--- config.mk ---
export PLATFORM = sky130hd
export DESIGN_NAME = ppc_top
export DESIGN_NICKNAME = d
export VERILOG_FILES = /design/src/hdl/ppc_pkg.sv /design/src/hdl/ppc_irq_if.sv /design/src/hdl/ppc_top.sv /design/src/hdl/ppc_irq_cond.sv
export VERILOG_INCLUDE_DIRS = /design/src /design/src/hdl
export SDC_FILE = /design/constraint.sdc
export NUM_CORES = 1
export LEC_CHECK = 0
export BUFFER_PORTS_ARGS = -buffer_cell sky130_fd_sc_hd__buf_2
export CORE_MARGIN = 2
export CORE_UTILIZATION = 25
export CTS_BUF_LIST = sky130_fd_sc_hd__clkbuf_4 sky130_fd_sc_hd__clkbuf_8
export DETAILED_ROUTE_END_ITERATION = 12
export SLEW_MARGIN = 20
export SYNTH_ARGS = -nofsm -noshare
export SYNTH_HDL_FRONTEND = slang
export SYNTH_SLANG_ARGS = --single-unit
--- constraint.sdc ---
create_clock -name i_mclk -period 1.4 [get_ports i_mclk]
set_input_delay 0.28 -clock i_mclk [delete_from_list [all_inputs] [get_ports i_mclk]]
set_output_delay 0.28 -clock i_mclk [all_outputs]
set_load 0.005 [all_outputs]
--- src/hdl/ppc_consts.svh ---
// Offsets, field positions, reset values and functional notes for pad control
// Functional notes
// - Open-drain pad driving low: pull-up off
// - Open-drain high: pull-up on unless enable cleared
// - Push-pull output pad: pull-up always off
// - CAN transmit open-drain, pull-up on at reset
// - Port pins individually input or output
// - Timer C/D pins default to timer function
// - Cleared port E pull-up bit disables pull-up
// - Stop/wait: requests accepted without the clock
// - Other modes: requests synchronised before use
// - Each request level or falling-edge selectable
// - Disable bit turns request pin pull-ups off
// - Disable bit turns CAN receive pull-up off
`ifndef PPC_CONSTS_SVH
`define PPC_CONSTS_SVH

////////////////////////////////////////////////////////////////////////////////
// Register byte offsets
`define PPC_OFF_PE_DOUT 12'h000
`define PPC_OFF_PE_DIR 12'h004
`define PPC_OFF_PE_FUNC 12'h008
`define PPC_OFF_PE_PUE 12'h00c
`define PPC_OFF_PORT_PUE 12'h010
`define PPC_OFF_PE_OD 12'h014
`define PPC_OFF_SYS_PUD 12'h018
`define PPC_OFF_IRQ_CTRL 12'h01c
`define PPC_OFF_STATUS 12'h020

////////////////////////////////////////////////////////////////////////////////
// Field positions
`define PPC_PPE_CAN_TX 0
`define PPC_PUD_IRQ 0
`define PPC_PUD_CAN 1
`define PPC_ST_CAN_RX 8
`define PPC_ST_REQ_LO 9
`define PPC_ST_PEND_LO 11

////////////////////////////////////////////////////////////////////////////////
// Reset values
`define PPC_RST_PORT_PUE 1'h1
`define PPC_RST_SYS_PUD 2'h0
`define PPC_RST_IRQ_CTRL 2'h0

////////////////////////////////////////////////////////////////////////////////
// Timing
`define PPC_SYNC_STAGES 2

`endif

--- src/hdl/ppc_pkg.sv ---
// Types shared by the pad control modules
package ppc_pkg;
  typedef enum logic [1:0] {
    PPC_MODE_INPUT = 2'b00,
    PPC_MODE_PUSH = 2'b01,
    PPC_MODE_OPEN = 2'b10,
    PPC_MODE_TIMER = 2'b11
  } ppc_mode_type;

  typedef struct packed {
    logic out;
    logic oe;
    logic pull;
  } ppc_pad_type;
endpackage

--- src/hdl/ppc_irq_if.sv ---
// Carrier between pad control and request conditioning
`timescale 1ns/1ps
`default_nettype none
interface ppc_irq_if;
  logic [1:0] edge_mode;
  logic [1:0] ack;
  logic [1:0] level_n;
  logic [1:0] pending;
  logic [1:0] sync_req;
  logic [1:0] wake;
  modport ctrl (output edge_mode, output ack, input level_n, input pending,
                input sync_req, input wake);
  modport cond (input edge_mode, input ack, output level_n, output pending,
                output sync_req, output wake);
endinterface
`default_nettype wire

--- src/hdl/ppc_top.sv ---
// Pad pull-up, port E function and external request control with APB registers
//
// Added by the designer: the address map and the APB slave port.
`timescale 1ns/1ps
`default_nettype none
`include "ppc_consts.svh"
module ppc_top #(
  parameter int PE_WIDTH = 6
) (
  // Clock and reset
  input wire logic i_mclk,
  input wire logic i_rstn,
  // APB slave
  input wire logic i_psel,
  input wire logic i_penable,
  input wire logic i_pwrite,
  input wire logic [11:0] i_paddr,
  input wire logic [31:0] i_pwdata,
  input wire logic [3:0] i_pstrb,
  output logic [31:0] o_prdata,
  output logic o_pready,
  output logic o_pslverr,
  // Port E pads, timer C ch0..1 and timer D ch0..3
  input wire logic [PE_WIDTH-1:0] i_pe_pad,
  output logic [PE_WIDTH-1:0] o_pe_pad_out,
  output logic [PE_WIDTH-1:0] o_pe_pad_oe,
  output logic [PE_WIDTH-1:0] o_pe_pad_pullup,
  // Timer side of the shared pins
  input wire logic [PE_WIDTH-1:0] i_timer_out,
  input wire logic [PE_WIDTH-1:0] i_timer_oe,
  output logic [PE_WIDTH-1:0] o_timer_in,
  // CAN pads
  input wire logic i_can_tx_data,
  output logic o_can_tx_out,
  output logic o_can_tx_oe,
  output logic o_can_tx_pullup,
  input wire logic i_can_rx_pad,
  output logic o_can_rx_data,
  output logic o_can_rx_pullup,
  // External requests
  input wire logic [1:0] i_ext_request_n,
  input wire logic i_low_power,
  input wire logic [1:0] i_irq_ack,
  output logic [1:0] o_irq_request,
  output logic [1:0] o_irq_pullup,
  output ppc_pkg::ppc_mode_type o_pe0_mode
);
  import ppc_pkg::*;

  generate
    if (PE_WIDTH < 1 || PE_WIDTH > 8) begin : g_bad_width
      $error("PE_WIDTH must be 1 to 8");
    end
  endgenerate

  ////////////////////////////////////////////////////////////////////////////
  // Decode helpers
  function automatic logic addr_mapped(input logic [11:0] a);
    case (a)
      `PPC_OFF_PE_DOUT, `PPC_OFF_PE_DIR, `PPC_OFF_PE_FUNC, `PPC_OFF_PE_PUE,
      `PPC_OFF_PORT_PUE, `PPC_OFF_PE_OD, `PPC_OFF_SYS_PUD, `PPC_OFF_IRQ_CTRL,
      `PPC_OFF_STATUS: addr_mapped = 1'b1;
      default: addr_mapped = 1'b0;
    endcase
  endfunction

  function automatic ppc_mode_type pad_mode(input logic func, input logic dir,
                                            input logic od);
    if (!func) begin
      pad_mode = PPC_MODE_TIMER;
    end else if (!dir) begin
      pad_mode = PPC_MODE_INPUT;
    end else if (od) begin
      pad_mode = PPC_MODE_OPEN;
    end else begin
      pad_mode = PPC_MODE_PUSH;
    end
  endfunction

  function automatic ppc_pad_type pad_drive(input ppc_mode_type m, input logic d,
                                            input logic pue, input logic toe);
    pad_drive = '{out: 1'b0, oe: 1'b0, pull: 1'b0};
    case (m)
      PPC_MODE_INPUT: pad_drive = '{out: 1'b0, oe: 1'b0, pull: pue};
      PPC_MODE_PUSH: pad_drive = '{out: d, oe: 1'b1, pull: 1'b0};
      PPC_MODE_OPEN: pad_drive = '{out: 1'b0, oe: ~d, pull: d & pue};
      PPC_MODE_TIMER: pad_drive = '{out: d, oe: toe, pull: pue & ~toe};
      default: pad_drive = '{out: 1'b0, oe: 1'b0, pull: 1'b0};
    endcase
  endfunction

  ////////////////////////////////////////////////////////////////////////////
  // Register file
  logic [PE_WIDTH-1:0] dout_reg, dout_next;
  logic [PE_WIDTH-1:0] dir_reg, dir_next;
  logic [PE_WIDTH-1:0] func_reg, func_next;
  logic [PE_WIDTH-1:0] pue_reg, pue_next;
  logic [PE_WIDTH-1:0] od_reg, od_next;
  logic ppe_reg, ppe_next;
  logic [1:0] pud_reg, pud_next;
  logic [1:0] edge_reg, edge_next;
  logic [31:0] rdata_reg, rdata_next;
  logic err_reg, err_next;
  logic [31:0] status;
  logic wr_en;
  logic setup;

  // Input synchronisers
  logic [PE_WIDTH-1:0] pe_meta_reg, pe_sync_reg;
  logic rx_meta_reg, rx_sync_reg;

  ppc_irq_if irq_bus ();

  assign setup = i_psel & ~i_penable;
  assign wr_en = i_psel & i_penable & i_pwrite & i_pstrb[0] & addr_mapped(i_paddr);

  always_comb begin
    status = 32'h0;
    status[PE_WIDTH-1:0] = pe_sync_reg;
    status[`PPC_ST_CAN_RX] = rx_sync_reg;
    status[`PPC_ST_REQ_LO +: 2] = irq_bus.sync_req;
    status[`PPC_ST_PEND_LO +: 2] = irq_bus.pending;
  end

  always_comb begin
    dout_next = dout_reg;
    dir_next = dir_reg;
    func_next = func_reg;
    pue_next = pue_reg;
    od_next = od_reg;
    ppe_next = ppe_reg;
    pud_next = pud_reg;
    edge_next = edge_reg;
    if (wr_en) begin
      case (i_paddr)
        `PPC_OFF_PE_DOUT: dout_next = i_pwdata[PE_WIDTH-1:0];
        `PPC_OFF_PE_DIR: dir_next = i_pwdata[PE_WIDTH-1:0];
        `PPC_OFF_PE_FUNC: func_next = i_pwdata[PE_WIDTH-1:0];
        `PPC_OFF_PE_PUE: pue_next = i_pwdata[PE_WIDTH-1:0];
        `PPC_OFF_PORT_PUE: ppe_next = i_pwdata[`PPC_PPE_CAN_TX];
        `PPC_OFF_PE_OD: od_next = i_pwdata[PE_WIDTH-1:0];
        `PPC_OFF_SYS_PUD: pud_next = i_pwdata[1:0];
        `PPC_OFF_IRQ_CTRL: edge_next = i_pwdata[1:0];
        default: ;
      endcase
    end
    rdata_next = rdata_reg;
    err_next = err_reg;
    if (setup) begin
      err_next = ~addr_mapped(i_paddr);
      case (i_paddr)
        `PPC_OFF_PE_DOUT: rdata_next = {{(32-PE_WIDTH){1'b0}}, dout_reg};
        `PPC_OFF_PE_DIR: rdata_next = {{(32-PE_WIDTH){1'b0}}, dir_reg};
        `PPC_OFF_PE_FUNC: rdata_next = {{(32-PE_WIDTH){1'b0}}, func_reg};
        `PPC_OFF_PE_PUE: rdata_next = {{(32-PE_WIDTH){1'b0}}, pue_reg};
        `PPC_OFF_PORT_PUE: rdata_next = {31'h0, ppe_reg};
        `PPC_OFF_PE_OD: rdata_next = {{(32-PE_WIDTH){1'b0}}, od_reg};
        `PPC_OFF_SYS_PUD: rdata_next = {30'h0, pud_reg};
        `PPC_OFF_IRQ_CTRL: rdata_next = {30'h0, edge_reg};
        `PPC_OFF_STATUS: rdata_next = status;
        default: rdata_next = 32'h0;
      endcase
    end
  end

  always_ff @(posedge i_mclk or negedge i_rstn) begin
    if (!i_rstn) begin
      dout_reg <= '0;
      dir_reg <= '0;
      func_reg <= '0;
      pue_reg <= '1;
      od_reg <= '0;
      ppe_reg <= `PPC_RST_PORT_PUE;
      pud_reg <= `PPC_RST_SYS_PUD;
      edge_reg <= `PPC_RST_IRQ_CTRL;
      rdata_reg <= 32'h0;
      err_reg <= 1'b0;
    end else begin
      dout_reg <= dout_next;
      dir_reg <= dir_next;
      func_reg <= func_next;
      pue_reg <= pue_next;
      od_reg <= od_next;
      ppe_reg <= ppe_next;
      pud_reg <= pud_next;
      edge_reg <= edge_next;
      rdata_reg <= rdata_next;
      err_reg <= err_next;
    end
  end

  assign o_pready = 1'b1;
  assign o_prdata = rdata_reg;
  assign o_pslverr = err_reg & i_psel & i_penable;

  ////////////////////////////////////////////////////////////////////////////
  // Pin synchronisers
  always_ff @(posedge i_mclk or negedge i_rstn) begin
    if (!i_rstn) begin
      pe_meta_reg <= '1;
      pe_sync_reg <= '1;
      rx_meta_reg <= 1'b1;
      rx_sync_reg <= 1'b1;
    end else begin
      pe_meta_reg <= i_pe_pad;
      pe_sync_reg <= pe_meta_reg;
      rx_meta_reg <= i_can_rx_pad;
      rx_sync_reg <= rx_meta_reg;
    end
  end

  assign o_timer_in = pe_sync_reg;
  assign o_can_rx_data = rx_sync_reg;

  ////////////////////////////////////////////////////////////////////////////
  // Pad drive
  logic [PE_WIDTH-1:0] pe_out_reg, pe_out_next;
  logic [PE_WIDTH-1:0] pe_oe_reg, pe_oe_next;
  logic [PE_WIDTH-1:0] pe_pull_reg, pe_pull_next;
  ppc_pad_type can_tx_reg, can_tx_next;
  logic rx_pull_reg, rx_pull_next;
  logic [1:0] irq_pull_reg, irq_pull_next;

  always_comb begin
    ppc_pad_type p;
    p = '{out: 1'b0, oe: 1'b0, pull: 1'b0};
    for (int i = 0; i < PE_WIDTH; i++) begin
      p = pad_drive(pad_mode(func_reg[i], dir_reg[i], od_reg[i]),
                    func_reg[i] ? dout_reg[i] : i_timer_out[i], pue_reg[i],
                    i_timer_oe[i]);
      pe_out_next[i] = p.out;
      pe_oe_next[i] = p.oe;
      pe_pull_next[i] = p.pull;
    end
    can_tx_next = pad_drive(PPC_MODE_OPEN, i_can_tx_data, ppe_reg, 1'b0);
    rx_pull_next = ~pud_reg[`PPC_PUD_CAN];
    irq_pull_next = {2{~pud_reg[`PPC_PUD_IRQ]}};
  end

  always_ff @(posedge i_mclk or negedge i_rstn) begin
    if (!i_rstn) begin
      pe_out_reg <= '0;
      pe_oe_reg <= '0;
      pe_pull_reg <= '1;
      can_tx_reg <= '{out: 1'b0, oe: 1'b0, pull: 1'b1};
      rx_pull_reg <= 1'b1;
      irq_pull_reg <= 2'h3;
    end else begin
      pe_out_reg <= pe_out_next;
      pe_oe_reg <= pe_oe_next;
      pe_pull_reg <= pe_pull_next;
      can_tx_reg <= can_tx_next;
      rx_pull_reg <= rx_pull_next;
      irq_pull_reg <= irq_pull_next;
    end
  end

  assign o_pe_pad_out = pe_out_reg;
  assign o_pe_pad_oe = pe_oe_reg;
  assign o_pe_pad_pullup = pe_pull_reg;
  assign o_can_tx_out = can_tx_reg.out;
  assign o_can_tx_oe = can_tx_reg.oe;
  assign o_can_tx_pullup = can_tx_reg.pull;
  assign o_can_rx_pullup = rx_pull_reg;
  assign o_irq_pullup = irq_pull_reg;
  assign o_pe0_mode = pad_mode(func_reg[0], dir_reg[0], od_reg[0]);

  ////////////////////////////////////////////////////////////////////////////
  // External requests
  assign irq_bus.edge_mode = edge_reg;
  assign irq_bus.ack = i_irq_ack;

  ppc_irq_cond u_irq_cond (
    .i_mclk(i_mclk),
    .i_rstn(i_rstn),
    .i_ext_request_n(i_ext_request_n),
    .bus(irq_bus)
  );

  // Clockless path while the clock may be stopped
  assign o_irq_request = i_low_power ? irq_bus.wake : irq_bus.sync_req;

  ////////////////////////////////////////////////////////////////////////////
  // Checks
  a_od_low_nopull: assert property (@(posedge i_mclk) disable iff (!i_rstn)
    (func_reg[0] && dir_reg[0] && od_reg[0] && !dout_reg[0])
    |=> (o_pe_pad_oe[0] && !o_pe_pad_out[0] && !o_pe_pad_pullup[0]))
    else $error("open-drain low kept pull-up");
  a_od_high_pull: assert property (@(posedge i_mclk) disable iff (!i_rstn)
    (func_reg[0] && dir_reg[0] && od_reg[0] && dout_reg[0])
    |=> (!o_pe_pad_oe[0] && o_pe_pad_pullup[0] == $past(pue_reg[0])))
    else $error("open-drain high pull-up wrong");
  a_push_nopull: assert property (@(posedge i_mclk) disable iff (!i_rstn)
    (func_reg[0] && dir_reg[0] && !od_reg[0])
    |=> (o_pe_pad_oe[0] && !o_pe_pad_pullup[0] && o_pe_pad_out[0] == $past(dout_reg[0])))
    else $error("push-pull pad has pull-up");
  a_can_tx_od: assert property (@(posedge i_mclk) disable iff (!i_rstn)
    ##1 (o_can_tx_oe == !$past(i_can_tx_data)) && !o_can_tx_out
    && (o_can_tx_pullup == ($past(i_can_tx_data) && $past(ppe_reg))))
    else $error("CAN transmit pad not open-drain");
  a_dir_input: assert property (@(posedge i_mclk) disable iff (!i_rstn)
    (func_reg[1] && !dir_reg[1]) |=> !o_pe_pad_oe[1])
    else $error("input port pin drives");
  a_timer_route: assert property (@(posedge i_mclk) disable iff (!i_rstn)
    !func_reg[0] |=> (o_pe_pad_oe[0] == $past(i_timer_oe[0])
    && o_pe_pad_out[0] == $past(i_timer_out[0])))
    else $error("timer pin not routed to timer");
  a_pue_off: assert property (@(posedge i_mclk) disable iff (!i_rstn)
    !pue_reg[0] |=> !o_pe_pad_pullup[0])
    else $error("cleared pull-up still on");
  a_irq_pull_off: assert property (@(posedge i_mclk) disable iff (!i_rstn)
    pud_reg[`PPC_PUD_IRQ] |=> (o_irq_pullup == 2'h0))
    else $error("request pin pull-up not disabled");
  a_canrx_pull_off: assert property (@(posedge i_mclk) disable iff (!i_rstn)
    ##1 o_can_rx_pullup == !$past(pud_reg[`PPC_PUD_CAN]))
    else $error("CAN receive pull-up wrong");
  a_async_wake: assert property (@(posedge i_mclk) disable iff (!i_rstn)
    (i_low_power && !i_ext_request_n[0]) |-> o_irq_request[0])
    else $error("low-power request not passed");
endmodule // ppc_top
`default_nettype wire

--- src/hdl/ppc_irq_cond.sv ---
// External request synchroniser, edge detector and asynchronous wake path
`timescale 1ns/1ps
`default_nettype none
`include "ppc_consts.svh"
module ppc_irq_cond #(
  parameter int SYNC_STAGES = `PPC_SYNC_STAGES
) (
  // Clock and reset
  input wire logic i_mclk,
  input wire logic i_rstn,
  // Request pins, active low
  input wire logic [1:0] i_ext_request_n,
  // Carrier
  ppc_irq_if.cond bus
);
  import ppc_pkg::*;

  generate
    if (SYNC_STAGES < 2) begin : g_bad_stages
      $error("SYNC_STAGES must be at least 2");
    end
  endgenerate

  logic [SYNC_STAGES-1:0] sync_reg [2];
  logic [SYNC_STAGES-1:0] sync_next [2];
  logic [1:0] prev_reg, prev_next;
  logic [1:0] pend_reg, pend_next;
  logic [1:0] req_reg, req_next;

  ////////////////////////////////////////////////////////////////////////////
  // Next state
  always_comb begin
    for (int i = 0; i < 2; i++) begin
      sync_next[i] = {sync_reg[i][SYNC_STAGES-2:0], i_ext_request_n[i]};
      prev_next[i] = sync_reg[i][SYNC_STAGES-1];
      // Falling edge sets, acknowledge clears, set wins
      pend_next[i] = bus.edge_mode[i] &
                     ((prev_reg[i] & ~sync_reg[i][SYNC_STAGES-1]) |
                      (pend_reg[i] & ~bus.ack[i]));
      req_next[i] = bus.edge_mode[i] ? pend_next[i] :
                    ~sync_reg[i][SYNC_STAGES-1];
    end
  end

  always_ff @(posedge i_mclk or negedge i_rstn) begin
    if (!i_rstn) begin
      sync_reg[0] <= '1;
      sync_reg[1] <= '1;
      prev_reg <= 2'h3;
      pend_reg <= 2'h0;
      req_reg <= 2'h0;
    end else begin
      sync_reg[0] <= sync_next[0];
      sync_reg[1] <= sync_next[1];
      prev_reg <= prev_next;
      pend_reg <= pend_next;
      req_reg <= req_next;
    end
  end

  assign bus.level_n = {sync_reg[1][SYNC_STAGES-1], sync_reg[0][SYNC_STAGES-1]};
  assign bus.pending = pend_reg;
  assign bus.sync_req = req_reg;
  assign bus.wake = ~i_ext_request_n;

  ////////////////////////////////////////////////////////////////////////////
  // Checks
  // Latency figure holds for the two-stage build only
  generate
    if (SYNC_STAGES == 2) begin : g_lag_check
      a_level_sync_lag: assert property (@(posedge i_mclk) disable iff (!i_rstn)
        (!bus.edge_mode[0] && !i_ext_request_n[0])[*3] |=> bus.sync_req[0])
        else $error("level request not seen after synchroniser");
    end
  endgenerate
  a_edge_sets_pend: assert property (@(posedge i_mclk) disable iff (!i_rstn)
    (bus.edge_mode[0] && $fell(bus.level_n[0])) |=> bus.pending[0])
    else $error("falling edge did not set pending");
  a_edge_set_wins: assert property (@(posedge i_mclk) disable iff (!i_rstn)
    (bus.edge_mode[1] && $fell(bus.level_n[1]) && bus.ack[1]) |=> bus.pending[1])
    else $error("acknowledge lost a new edge");
  a_level_no_pend: assert property (@(posedge i_mclk) disable iff (!i_rstn)
    !bus.edge_mode[0] |=> !bus.pending[0])
    else $error("pending set in level mode");
endmodule // ppc_irq_cond
`default_nettype wire

==> results.yml, run 1 <==
run_status:
  outcome: "complete, but fails checks"
  violations: "setup timing"
synthesis:
  ys_seq_area_share_pct: 59.3
  synth-main-ff-cell: "dfrtp_1"
  synth.distinct_cells: 39
  synthCells: 338
  yosysWarnings: 0
  synth_edf_count: 0
  synthArstFlopShare_pct: 100
  syn_area_sq_mm: 0.00400
  avgSynthCellArea_sq_um: 11.8
  synth_seq_cells: 93
power:
  ir_drop_v: 0.000353
  clkPwrFrac_pct: 36.4
  p_leak_nw: 2.67
  swShare_pct: 24.0
  seq_power_share_pct: 55.4
  p_comb_share_pct: 8.3
  p_per_area_mw_per_mm2: 887
  finalPower_mw: 5.03
  p_sw_mw: 1.21
  internal-power_mw: 3.82
setup_path:
  critPathLaunchType: "input pin"
  worstPathMaxFanout: 6
  crit_path_cell_trace: "buf_6 -> or4_4 -> or3_4 -> nor3_4 -> buf_6 -> nand3_4 -> mux2_2"
  cp_top_family: "simple AND/OR/NAND/NOR gates"
  worst_ep_required_time_ns: 1.66
  cp_slowest_cell: "or4_4"
  cp.arrival_ns: 2.11
  max_stage_delay_ns: 0.52
  crit_top_cell: "buf_6"
  crit_buf_inv: 2
  cp.depth: 7
  crit_path_end_kind: "flop"
  critPathKind: "in -> reg"
  rr_worst_depth: 4
floorplanning:
  initial_core_util_pct: 25.4
  coreArea_sq_mm: 0.0158
  rows: 46
  dieArea_sq_mm: 0.0170
  dieWidth_um: 130
  boundaryPins: 147
  die_h_um: 130
cells_and_area:
  nets: 586
  n_fill_cell: 1606
  largest_reg_flops: 11
  multi_input_area_sq_mm: 0.00159
  postLayoutCellArea_sq_mm: 0.00567
  regArea_sq_mm: 0.00237
  drive_gt1_share_pct: 55.6
  synthToLayoutAreaGrowth_pct: 41.8
  finalNonFillerCells: 730
timing:
  finalHoldViolCount: 0
  skew_ns: 0.0111
  worstMarginPinSlew_ns: 0.492
  final-setup-viol-count: 47
  rsz0062_at_grt: "yes"
  fin_crit_sh_pct: 132
  drv_slew: 0
  fmax_mhz: 540
  setup_tns_ns: -17.30
  relSlewSlack_pct: 66.7
  fin_crit_ns: 1.85
  worst_slack_ns: -0.452
route:
  drt_iter0_markers: 131
  avgViaCountPerCell: 4.19
  routedWlPerCell_um: 14.5
  drc_errors: 0
  postRouteWirelength_um: 10600
  drt_first_pass_iters: 5
  vias: 3057
  drtAntennaViolNets: 0
clocking:
  clk_path_buf_depth: 2
  clk_pin_slew_ns: 0.09
  htree_levels: 3
  cts.sink_count: 93
  clk_latency_ns: 0.37
  cts_tree: "done"
  numCtsBuffers: 9
  cts-root-buf: "clkbuf_8"
hold_path:
  hp-class: "in -> reg"
  min_path_cells: 2
place:
  io_buffer_count: 94
  hpwl_um: 8130
  placed_cell_area_sq_mm: 0.00510
  placedCellCount: 692
  pre_cts_slack_ns: -1.08
  place.gp.congestion: 0.826
run:
  maxCapViolCount: 0
global_routing:
  antenna_found_initial: 2
  grt_usage_pct: 12.9
  grt_pass1_vias: 3148
  grt_pass1_wl_um: 16500
  grt_max_degree: 41
  global_route.overflow_total: 0
[worst register-to-register path, delay by kind of cell (launching register included)]
kind | cells | cell delay (ns)
AND/OR/NAND/NOR | 1 | 0.18
flip-flops | 1 | 0.40
AO/OA/AOI/OAI | 2 | 0.26
multiplexers | 1 | 0.47
[cells in the mapped netlist (all sizes together) (2+ instances only)]
cell | n | share of area [%]
inv | 25 | 2.3
buf | 26 | 4.7
nand2b | 6 | 0.94
nand4 | 6 | 1.1
nand2 | 29 | 2.7
and2 | 5 | 0.78
clkbuf | 8 | 0.75
mux2 | 38 | 11
a31oi | 3 | 0.47
dfstp | 36 | 24
nor2 | 17 | 1.6
a21oi | 6 | 0.75
or4 | 2 | 0.38
o22ai | 2 | 0.31
a221oi | 5 | 1.1
conb | 2 | 0.19
dfrtp | 57 | 36
nor3 | 4 | 0.78
nand3 | 11 | 1.4
mux4 | 4 | 2.3
o21ai | 24 | 3.0
mux2i | 3 | 0.75
nand4b | 5 | 1.1
nor2b | 3 | 0.47
[cells in the final DEF, fill, tap and decap left out, types with 2 or more instances in the layout]
master,netlist,layout
a21oi_1,6,6
a221oi_2,0,5
a31oi_1,3,3
and2_1,5,5
buf_12,0,2
buf_2,1,92
buf_4,24,59
buf_6,0,9
clkbuf_8,0,10
clkinv_2,0,3
clkinv_4,0,2
conb_1,2,23
dfrtp_1,57,57
dfstp_2,36,36
dlygate4sd3_1,0,10
inv_1,25,24
mux2_2,38,31
mux2_4,0,7
mux2i_1,3,3
mux4_2,4,4
nand2_1,29,25
nand2_2,0,2
nand2_4,0,2
nand2b_1,6,6
nand3_1,11,9
nand3_4,0,2
nand4_1,5,5
nand4b_1,5,5
nor2_1,17,14
nor2_4,0,2
nor2b_1,3,2
nor3_1,3,2
nor3_4,1,2
o21ai_0,24,13
o21ai_1,0,6
o21ai_2,0,4
o22ai_1,2,2
[per-stage QoR]
step / hold slack [ns] / util, %
2_1_floorplan: -0.0156 / -
3_3_place_gp: 0.181 / 32.3
3_5_place_dp: 0.181 / 32.3
4_1_cts: 0.0207 / 35.6
5_1_grt: 0.0249 / 36.0
6_report: 0.0524 / 36.0
[metal layers]
| layer | up-vias | share of wire [%] | global-route usage, % | wire length, um |
|---|---|---|---|---|
| met5 | - | 0.12 | 0 | 13 |
| met4 | 2 | 1.8 | 4.57 | 191 |
| met3 | 18 | 4.6 | 3.38 | 491 |
| met2 | 85 | 51 | 22.2 | 5410 |
| met1 | 1499 | 42 | 15.8 | 4450 |
| li1 | 1453 | - | - | - |
[cells by family (layout without fill, tap and decap cells)]
kind of cell,count (synthesis),count (layout),synth area share [%]
other cells,2,24,0.188
flops,93,93,59.3
mux,45,45,13.7
simple gates,94,94,12.3
compound gates,45,45,6.63
buf+inv,59,213,7.82
[power groups by stage]
| stage | Clock, mW | Combinational (mW) | Sequential, mW |
|---|---|---|---|
| floorplan | 0 | 0.152 | 2.83 |
| global placement | 0 | 0.376 | 2.83 |
| detailed placement | 0 | 0.382 | 2.83 |
| CTS | 1.92 | 0.416 | 2.79 |
| global route | 2.04 | 0.467 | 2.79 |
| finish | 1.83 | 0.415 | 2.78 |
[path summary, 6_finish.rpt]
kind	slack, ns	endpoint	from
max in group asynchronous	0.50	pe_meta_reg[4]	i_rstn
min reg2reg	0.35	o_timer_in[0]	pe_meta_reg[0]
max reg2reg	-0.02	o_prdata[3]	func_reg[3]
min	0.05	o_can_tx_oe	i_can_tx_data
max	-0.45	dir_reg[4]	i_paddr[7]
min in group asynchronous	0.32	o_pe_pad_oe[1]	i_rstn
[layout make-up]
cell class              instances  share of cell area, %
flip-flops and latches         93                   41.8
multi-input cells             207                   28.0
repair buffers                172                   20.2
well taps                     216                   4.77
clock buffers                  10                   2.43
inverters                      25                   1.65
clock inverters                 6                   1.10
diodes                          1                 0.0441
[repair_timing]
item	CTS	global route
hold buffers	10	0
gates resized for setup	36	10
setup buffers	10	1
pin swaps	19	8
hold endpoints to repair	17	0
endpoints found under the setup margin	48	49
Note: power is estimated with default switching activity, not from simulation.
==> run 2: changes to the inputs <==
--- a/config.mk
+++ b/config.mk
@@ -11,7 +11,9 @@
 export CORE_UTILIZATION = 25
 export CTS_BUF_LIST = sky130_fd_sc_hd__clkbuf_4 sky130_fd_sc_hd__clkbuf_8
 export DETAILED_ROUTE_END_ITERATION = 12
+export PLACE_DENSITY = 0.44
 export SLEW_MARGIN = 20
 export SYNTH_ARGS = -nofsm -noshare
 export SYNTH_HDL_FRONTEND = slang
+export SYNTH_HIERARCHICAL = 1
 export SYNTH_SLANG_ARGS = --single-unit
==> run 2 against run 1 <==
Compared with the run above:
- the run still ends with setup timing left
- die area is 4.5% higher
- critical path depth is 1 lower
- final cell count is 2.9% higher
- cell area is 4.3% higher
- synthesized cell count is 6.2% higher
- clock power hardly changed
- sequential power hardly changed
- worst setup slack better by 0.34 ns
- critical path type unchanged
- highest routed layer is now met4
==> results.yml, run 2 <==
synthesis:
  synth_top_area_share_pct: 34.1
  synth_edf_count: 0
  ys_seq_area_share_pct: 56.7
  avgSynthCellArea_sq_um: 11.7
  syn_area_sq_mm: 0.00418
  synthCells: 359
  yosysWarnings: 6
  yosysMostFrequentCell: "dfrtp_1"
  synth.distinct_cells: 51
  synthTopCellsByArea: "dfrtp_1 (34%), dfstp_2 (23%), mux2_2 (5.4%)"
  synthArstFlopShare_pct: 100
  synth_common_cells: "dfrtp_1 (57), dfstp_2 (36), nand2_1 (30)"
  synth-main-ff-cell: "dfrtp_1"
  synth_seq_cells: 93
  synth_top_cell_by_area: "dfrtp_1"
timing:
  fmax_mhz: 663
  fin_crit_ns: 1.51
  setup_tns_ns: -1.24
  fin_crit_sh_pct: 108
  finalHoldViolCount: 0
  final-setup-viol-count: 21
  drv_slew: 0
  rsz0062_at_grt: "yes"
  worst_slack_ns: -0.108
  holdWs_ns: 0.0457
  skew_ns: 0.00725
cells_and_area:
  diodes: 0
  final_common_cell: "buf_2"
  nets: 604
  layout_common_cells: "buf_2 (88), buf_4 (63), dfrtp_1 (57)"
  drive_gt1_share_pct: 54.0
  postLayoutCellArea_sq_mm: 0.00592
  largest_reg_flops: 11
  synthToLayoutAreaGrowth_pct: 41.4
floorplanning:
  coreArea_sq_mm: 0.0165
  rows: 47
  dieWidth_um: 133
  boundaryPins: 147
  initial_core_util_pct: 25.4
  die_h_um: 133
  dieArea_sq_mm: 0.0178
clocking:
  numCtsBuffers: 9
  clk_pin_slew_ns: 0.09
  cts-root-buf: "clkbuf_8"
  htree_levels: 3
  clk_path_buf_depth: 2
  clk_latency_ns: 0.37
  cts_tree: "done"
  cts.sink_count: 93
route:
  drtAntennaViolNets: 0
  drc_errors: 0
  postRouteWirelength_um: 11900
  vias: 3220
  drt_first_pass_iters: 4
  avgViaCountPerCell: 4.29
  drt_iter0_markers: 201
  routedWlPerCell_um: 15.9
global_routing:
  grt_max_degree: 39
  antenna_found_initial: 0
  grt_usage_pct: 13.9
  global_route.overflow_total: 0
  grt_pass1_wl_um: 18800
  grt_pass1_vias: 3312
setup_path:
  rr_worst_depth: 3
  r2r_slack_ns: 0.04
  r2r_start: "func_reg[2]"
  startpoint: "i_paddr[7]"
  crit_path_end: "edge_reg[0]"
  critPathLaunchType: "input pin"
  cp.arrival_ns: 1.77
  r2r_end: "o_prdata[2]"
  crit_path_end_kind: "flop"
  critPathKind: "in -> reg"
  worst_ep_required_time_ns: 1.66
  worstPathMaxFanout: 3
run_status:
  violations: "setup timing"
  outcome: "complete, but fails checks"
place:
  io_buffer_count: 94
  pre_cts_slack_ns: -0.556
  placed_cell_area_sq_mm: 0.00532
  place.gp.congestion: 0.821
  hpwl_um: 8870
hold_path:
  min_path_cells: 2
  hp-class: "in -> reg"
power:
  p_leak_nw: 2.65
  ir_drop_v: 0.000460
  finalPower_mw: 5.09
  p_per_area_mw_per_mm2: 860
run:
  maxCapViolCount: 0
-- run 2: cell count changes after synthesis, sizes merged, moves of 4 or more --
cell / previous run / this run
a22o: 1 / 5
o21ai: 24 / 18
o2bb2ai: 0 / 24
or3: 1 / 5
mux2: 38 / 20
nor3: 4 / 9
-- run 2: metal layers --
metal | share of wire, % | global-route usage, % | vias up
li1 | - | - | 1544
met1 | 49 | 20.1 | 1554
met2 | 44 | 20.3 | 111
met3 | 5.6 | 3.65 | 11
met4 | 1.3 | 4.20 | 0
met5 | 0 | 0 | -
-- run 2: report_power, final --
group          switching, mW  total [mW]  internal (mW)
clock                  0.941        1.85          0.908
sequential            0.0258        2.79           2.76
combinational          0.239       0.449          0.210
-- run 2: how the worst min path moves through the flow --
stage | endpoint | startpoint
after CTS | o_can_tx_oe | i_can_tx_data
after detailed placement | u_irq_cond/bus.sync_req[1] | i_rstn
after floorplan | dir_reg[0] | i_rstn
after global routing | o_can_tx_oe | i_can_tx_data
after global placement | o_prdata[10] | i_rstn
final | o_can_tx_oe | i_can_tx_data
-- run 2: layout make-up --
class | instances | area (sq um)
Clock buffer | 11 | 151
Fill cell | 1691 | 10600
Tap cell | 220 | 275
Timing Repair Buffer | 174 | 1200
Clock inverter | 5 | 48.8
Multi-Input combinational cell | 222 | 1770
Sequential cell | 93 | 2370
Inverter | 26 | 97.6
-- run 2: cell families after synthesis --
logic type	synth area share, %
other cells	0.179
mux	7.36
simple gates	15.3
buf+inv	8.40
compound gates	12.1
flops	56.7
-- run 2: repair_timing --
| action | 4_1_cts | 5_1_grt |
|---|---|---|
| pin swaps | 7 | 6 |
| hold buffers | 10 | 0 |
| hold endpoints to repair | 18 | 0 |
| buffers inserted | 5 | 1 |
| setup endpoints to repair | 37 | 47 |
| resized for setup | 35 | 17 |
-- run 2: metrics by stage --
| stage | utilization (%) | instances |
|---|---|---|
| 6_report | 35.9 | 751 |
| 5_1_grt | 35.9 | 751 |
| 3_3_place_gp | 32.3 | 719 |
| 4_1_cts | 35.3 | 750 |
| 3_5_place_dp | 32.3 | 719 |
| 2_1_floorplan | - | 380 |
-- run 2: critical path: stages --
cell and delay [ns]:
buf_6 0.09, nor4_4 0.33, nand2_2 0.10, or3_4 0.38, nor3_4 0.25, mux2_4 0.32
==> run 3: changes to the inputs <==
--- a/config.mk
+++ b/config.mk
@@ -7,11 +7,14 @@
 export NUM_CORES = 1
 export LEC_CHECK = 0
 export BUFFER_PORTS_ARGS = -buffer_cell sky130_fd_sc_hd__buf_2
+export CAP_MARGIN = 20
+export CELL_PAD_IN_SITES_DETAIL_PLACEMENT = 1
+export CELL_PAD_IN_SITES_GLOBAL_PLACEMENT = 1
 export CORE_MARGIN = 2
 export CORE_UTILIZATION = 25
 export CTS_BUF_LIST = sky130_fd_sc_hd__clkbuf_4 sky130_fd_sc_hd__clkbuf_8
 export DETAILED_ROUTE_END_ITERATION = 12
-export PLACE_DENSITY = 0.44
+export PLACE_DENSITY = 0.55
 export SLEW_MARGIN = 20
 export SYNTH_ARGS = -nofsm -noshare
 export SYNTH_HDL_FRONTEND = slang
==> run 3 against run 2 <==
Compared with the run above:
- the flow still finishes with violations (setup timing)
- total power down 2.6%
- hold slack worse by 0.013 ns
- global-route usage increased by 0.68 points
- sequential share of layout area increased by 0.36 points
- core utilization decreased by 0.30 points
- clock power is 7% lower
- routed wire length increased by 3.5%
- sequential cell count unchanged
- sequential power hardly changed
==> results.yml, run 3 (synthesis results as in run 2) <==
global_routing:
  global_route.overflow_total: 0
  grt_usage_pct: 14.6
  antenna_found_initial: 0
  grt_pass1_vias: 3554
  grt_max_degree: 49
  grt_pass1_wl_um: 19900
power:
  p_per_area_mw_per_mm2: 845
  ir_drop_v: 0.000373
  p_leak_nw: 2.64
cells_and_area:
  postLayoutCellArea_sq_mm: 0.00587
  utilization_pct: 35.6
  layout_common_cells: "buf_2 (87), buf_4 (66), dfrtp_1 (56)"
  diodes: 0
  synthToLayoutAreaGrowth_pct: 40.2
  regArea_sq_mm: 0.00237
  n_fill_cell: 1877
  nets: 604
  multi_input_area_sq_mm: 0.00176
  drive_gt1_share_pct: 54.0
  final_common_cell: "buf_2"
  largest_reg_flops: 11
timing:
  rsz0062_at_grt: "yes"
  final-setup-viol-count: 20
  drv_slew: 0
  finalHoldViolCount: 0
  skew_ns: 0.0129
  setup_tns_ns: -0.591
  fin_crit_sh_pct: 104
  worst_slack_ns: -0.0629
  fin_crit_ns: 1.46
  fmax_mhz: 684
hold_path:
  hp-class: "in -> reg"
route:
  drc_errors: 0
  drt_first_pass_iters: 4
  drt_iter0_markers: 128
  vias: 3255
  routedWlPerCell_um: 16.5
  postRouteWirelength_um: 12400
  drtAntennaViolNets: 0
  avgViaCountPerCell: 4.33
setup_path:
  critPathLaunchType: "flop"
  cp_top_family: "flip-flops"
  critPathKind: "reg -> out"
  worstPathMaxFanout: 2
  cp.arrival_ns: 1.18
  crit_path_cell_trace: "mux2_4 -> buf_6"
  worst_ep_required_time_ns: 1.12
  crit_path_end_kind: "primary output"
  cp_slowest_cell: "dfrtp_1"
  crit_buf_inv: 1
  max_stage_delay_ns: 0.41
place:
  io_buffer_count: 94
  placed_cell_area_sq_mm: 0.00529
  hpwl_um: 9360
  pre_cts_slack_ns: -0.539
  place.gp.congestion: 0.850
floorplanning:
  die_h_um: 133
  boundaryPins: 147
  dieWidth_um: 133
  coreArea_sq_mm: 0.0165
  initial_core_util_pct: 25.4
  rows: 47
  dieArea_sq_mm: 0.0178
clocking:
  cts-root-buf: "clkbuf_8"
  clk_path_buf_depth: 2
  clk_latency_ns: 0.38
  cts.sink_count: 93
  cts_tree: "done"
  htree_levels: 3
  clk_pin_slew_ns: 0.09
  numCtsBuffers: 9
run:
  maxCapViolCount: 0
run_status:
  outcome: "complete, but fails checks"
  violations: "setup timing"
## run 3: cell types whose count changed in the layout (fill, tap and decap cells not counted), sizes merged
| cell | before | now |
|---|---|---|
| clkbuf | 11 | 13 |
| clkinv | 4 | 2 |
| clkinvlp | 0 | 1 |
| bufinv | 1 | 0 |
## run 3: final cells by class
type	instances	share of cell area, %
Multi-Input combinational cell	222	29.9
Inverter	26	1.66
Timing Repair Buffer	174	20.1
Tap cell	220	4.69
Clock buffer	13	2.73
Sequential cell	93	40.5
Clock inverter	3	0.363
## run 3: through the flow
stage | hold slack (ns) | power [mW] | cells
after floorplan | -0.0156 | 3.03 | 380
after detailed placement | 0.135 | 3.24 | 717
after CTS | 0.0140 | 5.02 | 746
after global placement | 0.133 | 3.23 | 717
after global routing | 0.0201 | 5.19 | 751
final | 0.0322 | 4.96 | 751
## run 3: path summary, 6_finish.rpt
check / from / endpoint / slack [ns] / cells after the start
worst min-delay path: i_can_tx_data / o_can_tx_oe / 0.03 / 2
max in group asynchronous: i_rstn / pe_meta_reg[0] / 0.56 / 3
min in group asynchronous: i_rstn / od_reg[2] / 0.28 / 2
worst min register to register: pe_meta_reg[5] / o_timer_in[5] / 0.35 / 0
worst max register to register: od_reg[0] / o_prdata[0] / 0.01 / 5
worst max-delay path: u_irq_cond/bus.sync_req[1] / o_irq_request[1] / -0.06 / 2
## run 3: repair_timing
| item | CTS | global route |
|---|---|---|
| setup buffers | 4 | 5 |
| hold endpoints to repair | 42 | 0 |
| cloned | 0 | 0 |
| pin swaps | 3 | 3 |
| endpoints found under the setup margin | 38 | 39 |
| gates resized for setup | 38 | 15 |
| hold buffers | 10 | 0 |
## run 3: where the power goes
part / leakage (nW) / internal (mW) / switching, mW / total (mW)
combinational: 1.42 / 0.208 / 0.238 / 0.447
clock: 0.0939 / 0.756 / 0.966 / 1.72
sequential: 1.13 / 2.76 / 0.0257 / 2.79
## run 3: metal layers
metal / vias up / GRT usage [%] / share of wire [%] / routed length [um]
met5: - / 0 / 0 / 0
met4: 0 / 4.26 / 1.3 / 157
met3: 12 / 3.54 / 4.7 / 576
met2: 82 / 22.7 / 47 / 5820
met1: 1614 / 20.2 / 47 / 5800
li1: 1547 / - / - / -
## run 3: worst register-to-register path, stage by stage, from the launching register on
cell     delay (ns)
dfrtp_2        0.46
buf_4          0.15
mux2_4         0.27
a31oi_2        0.17
or2_4          0.14
a32oi_1        0.09
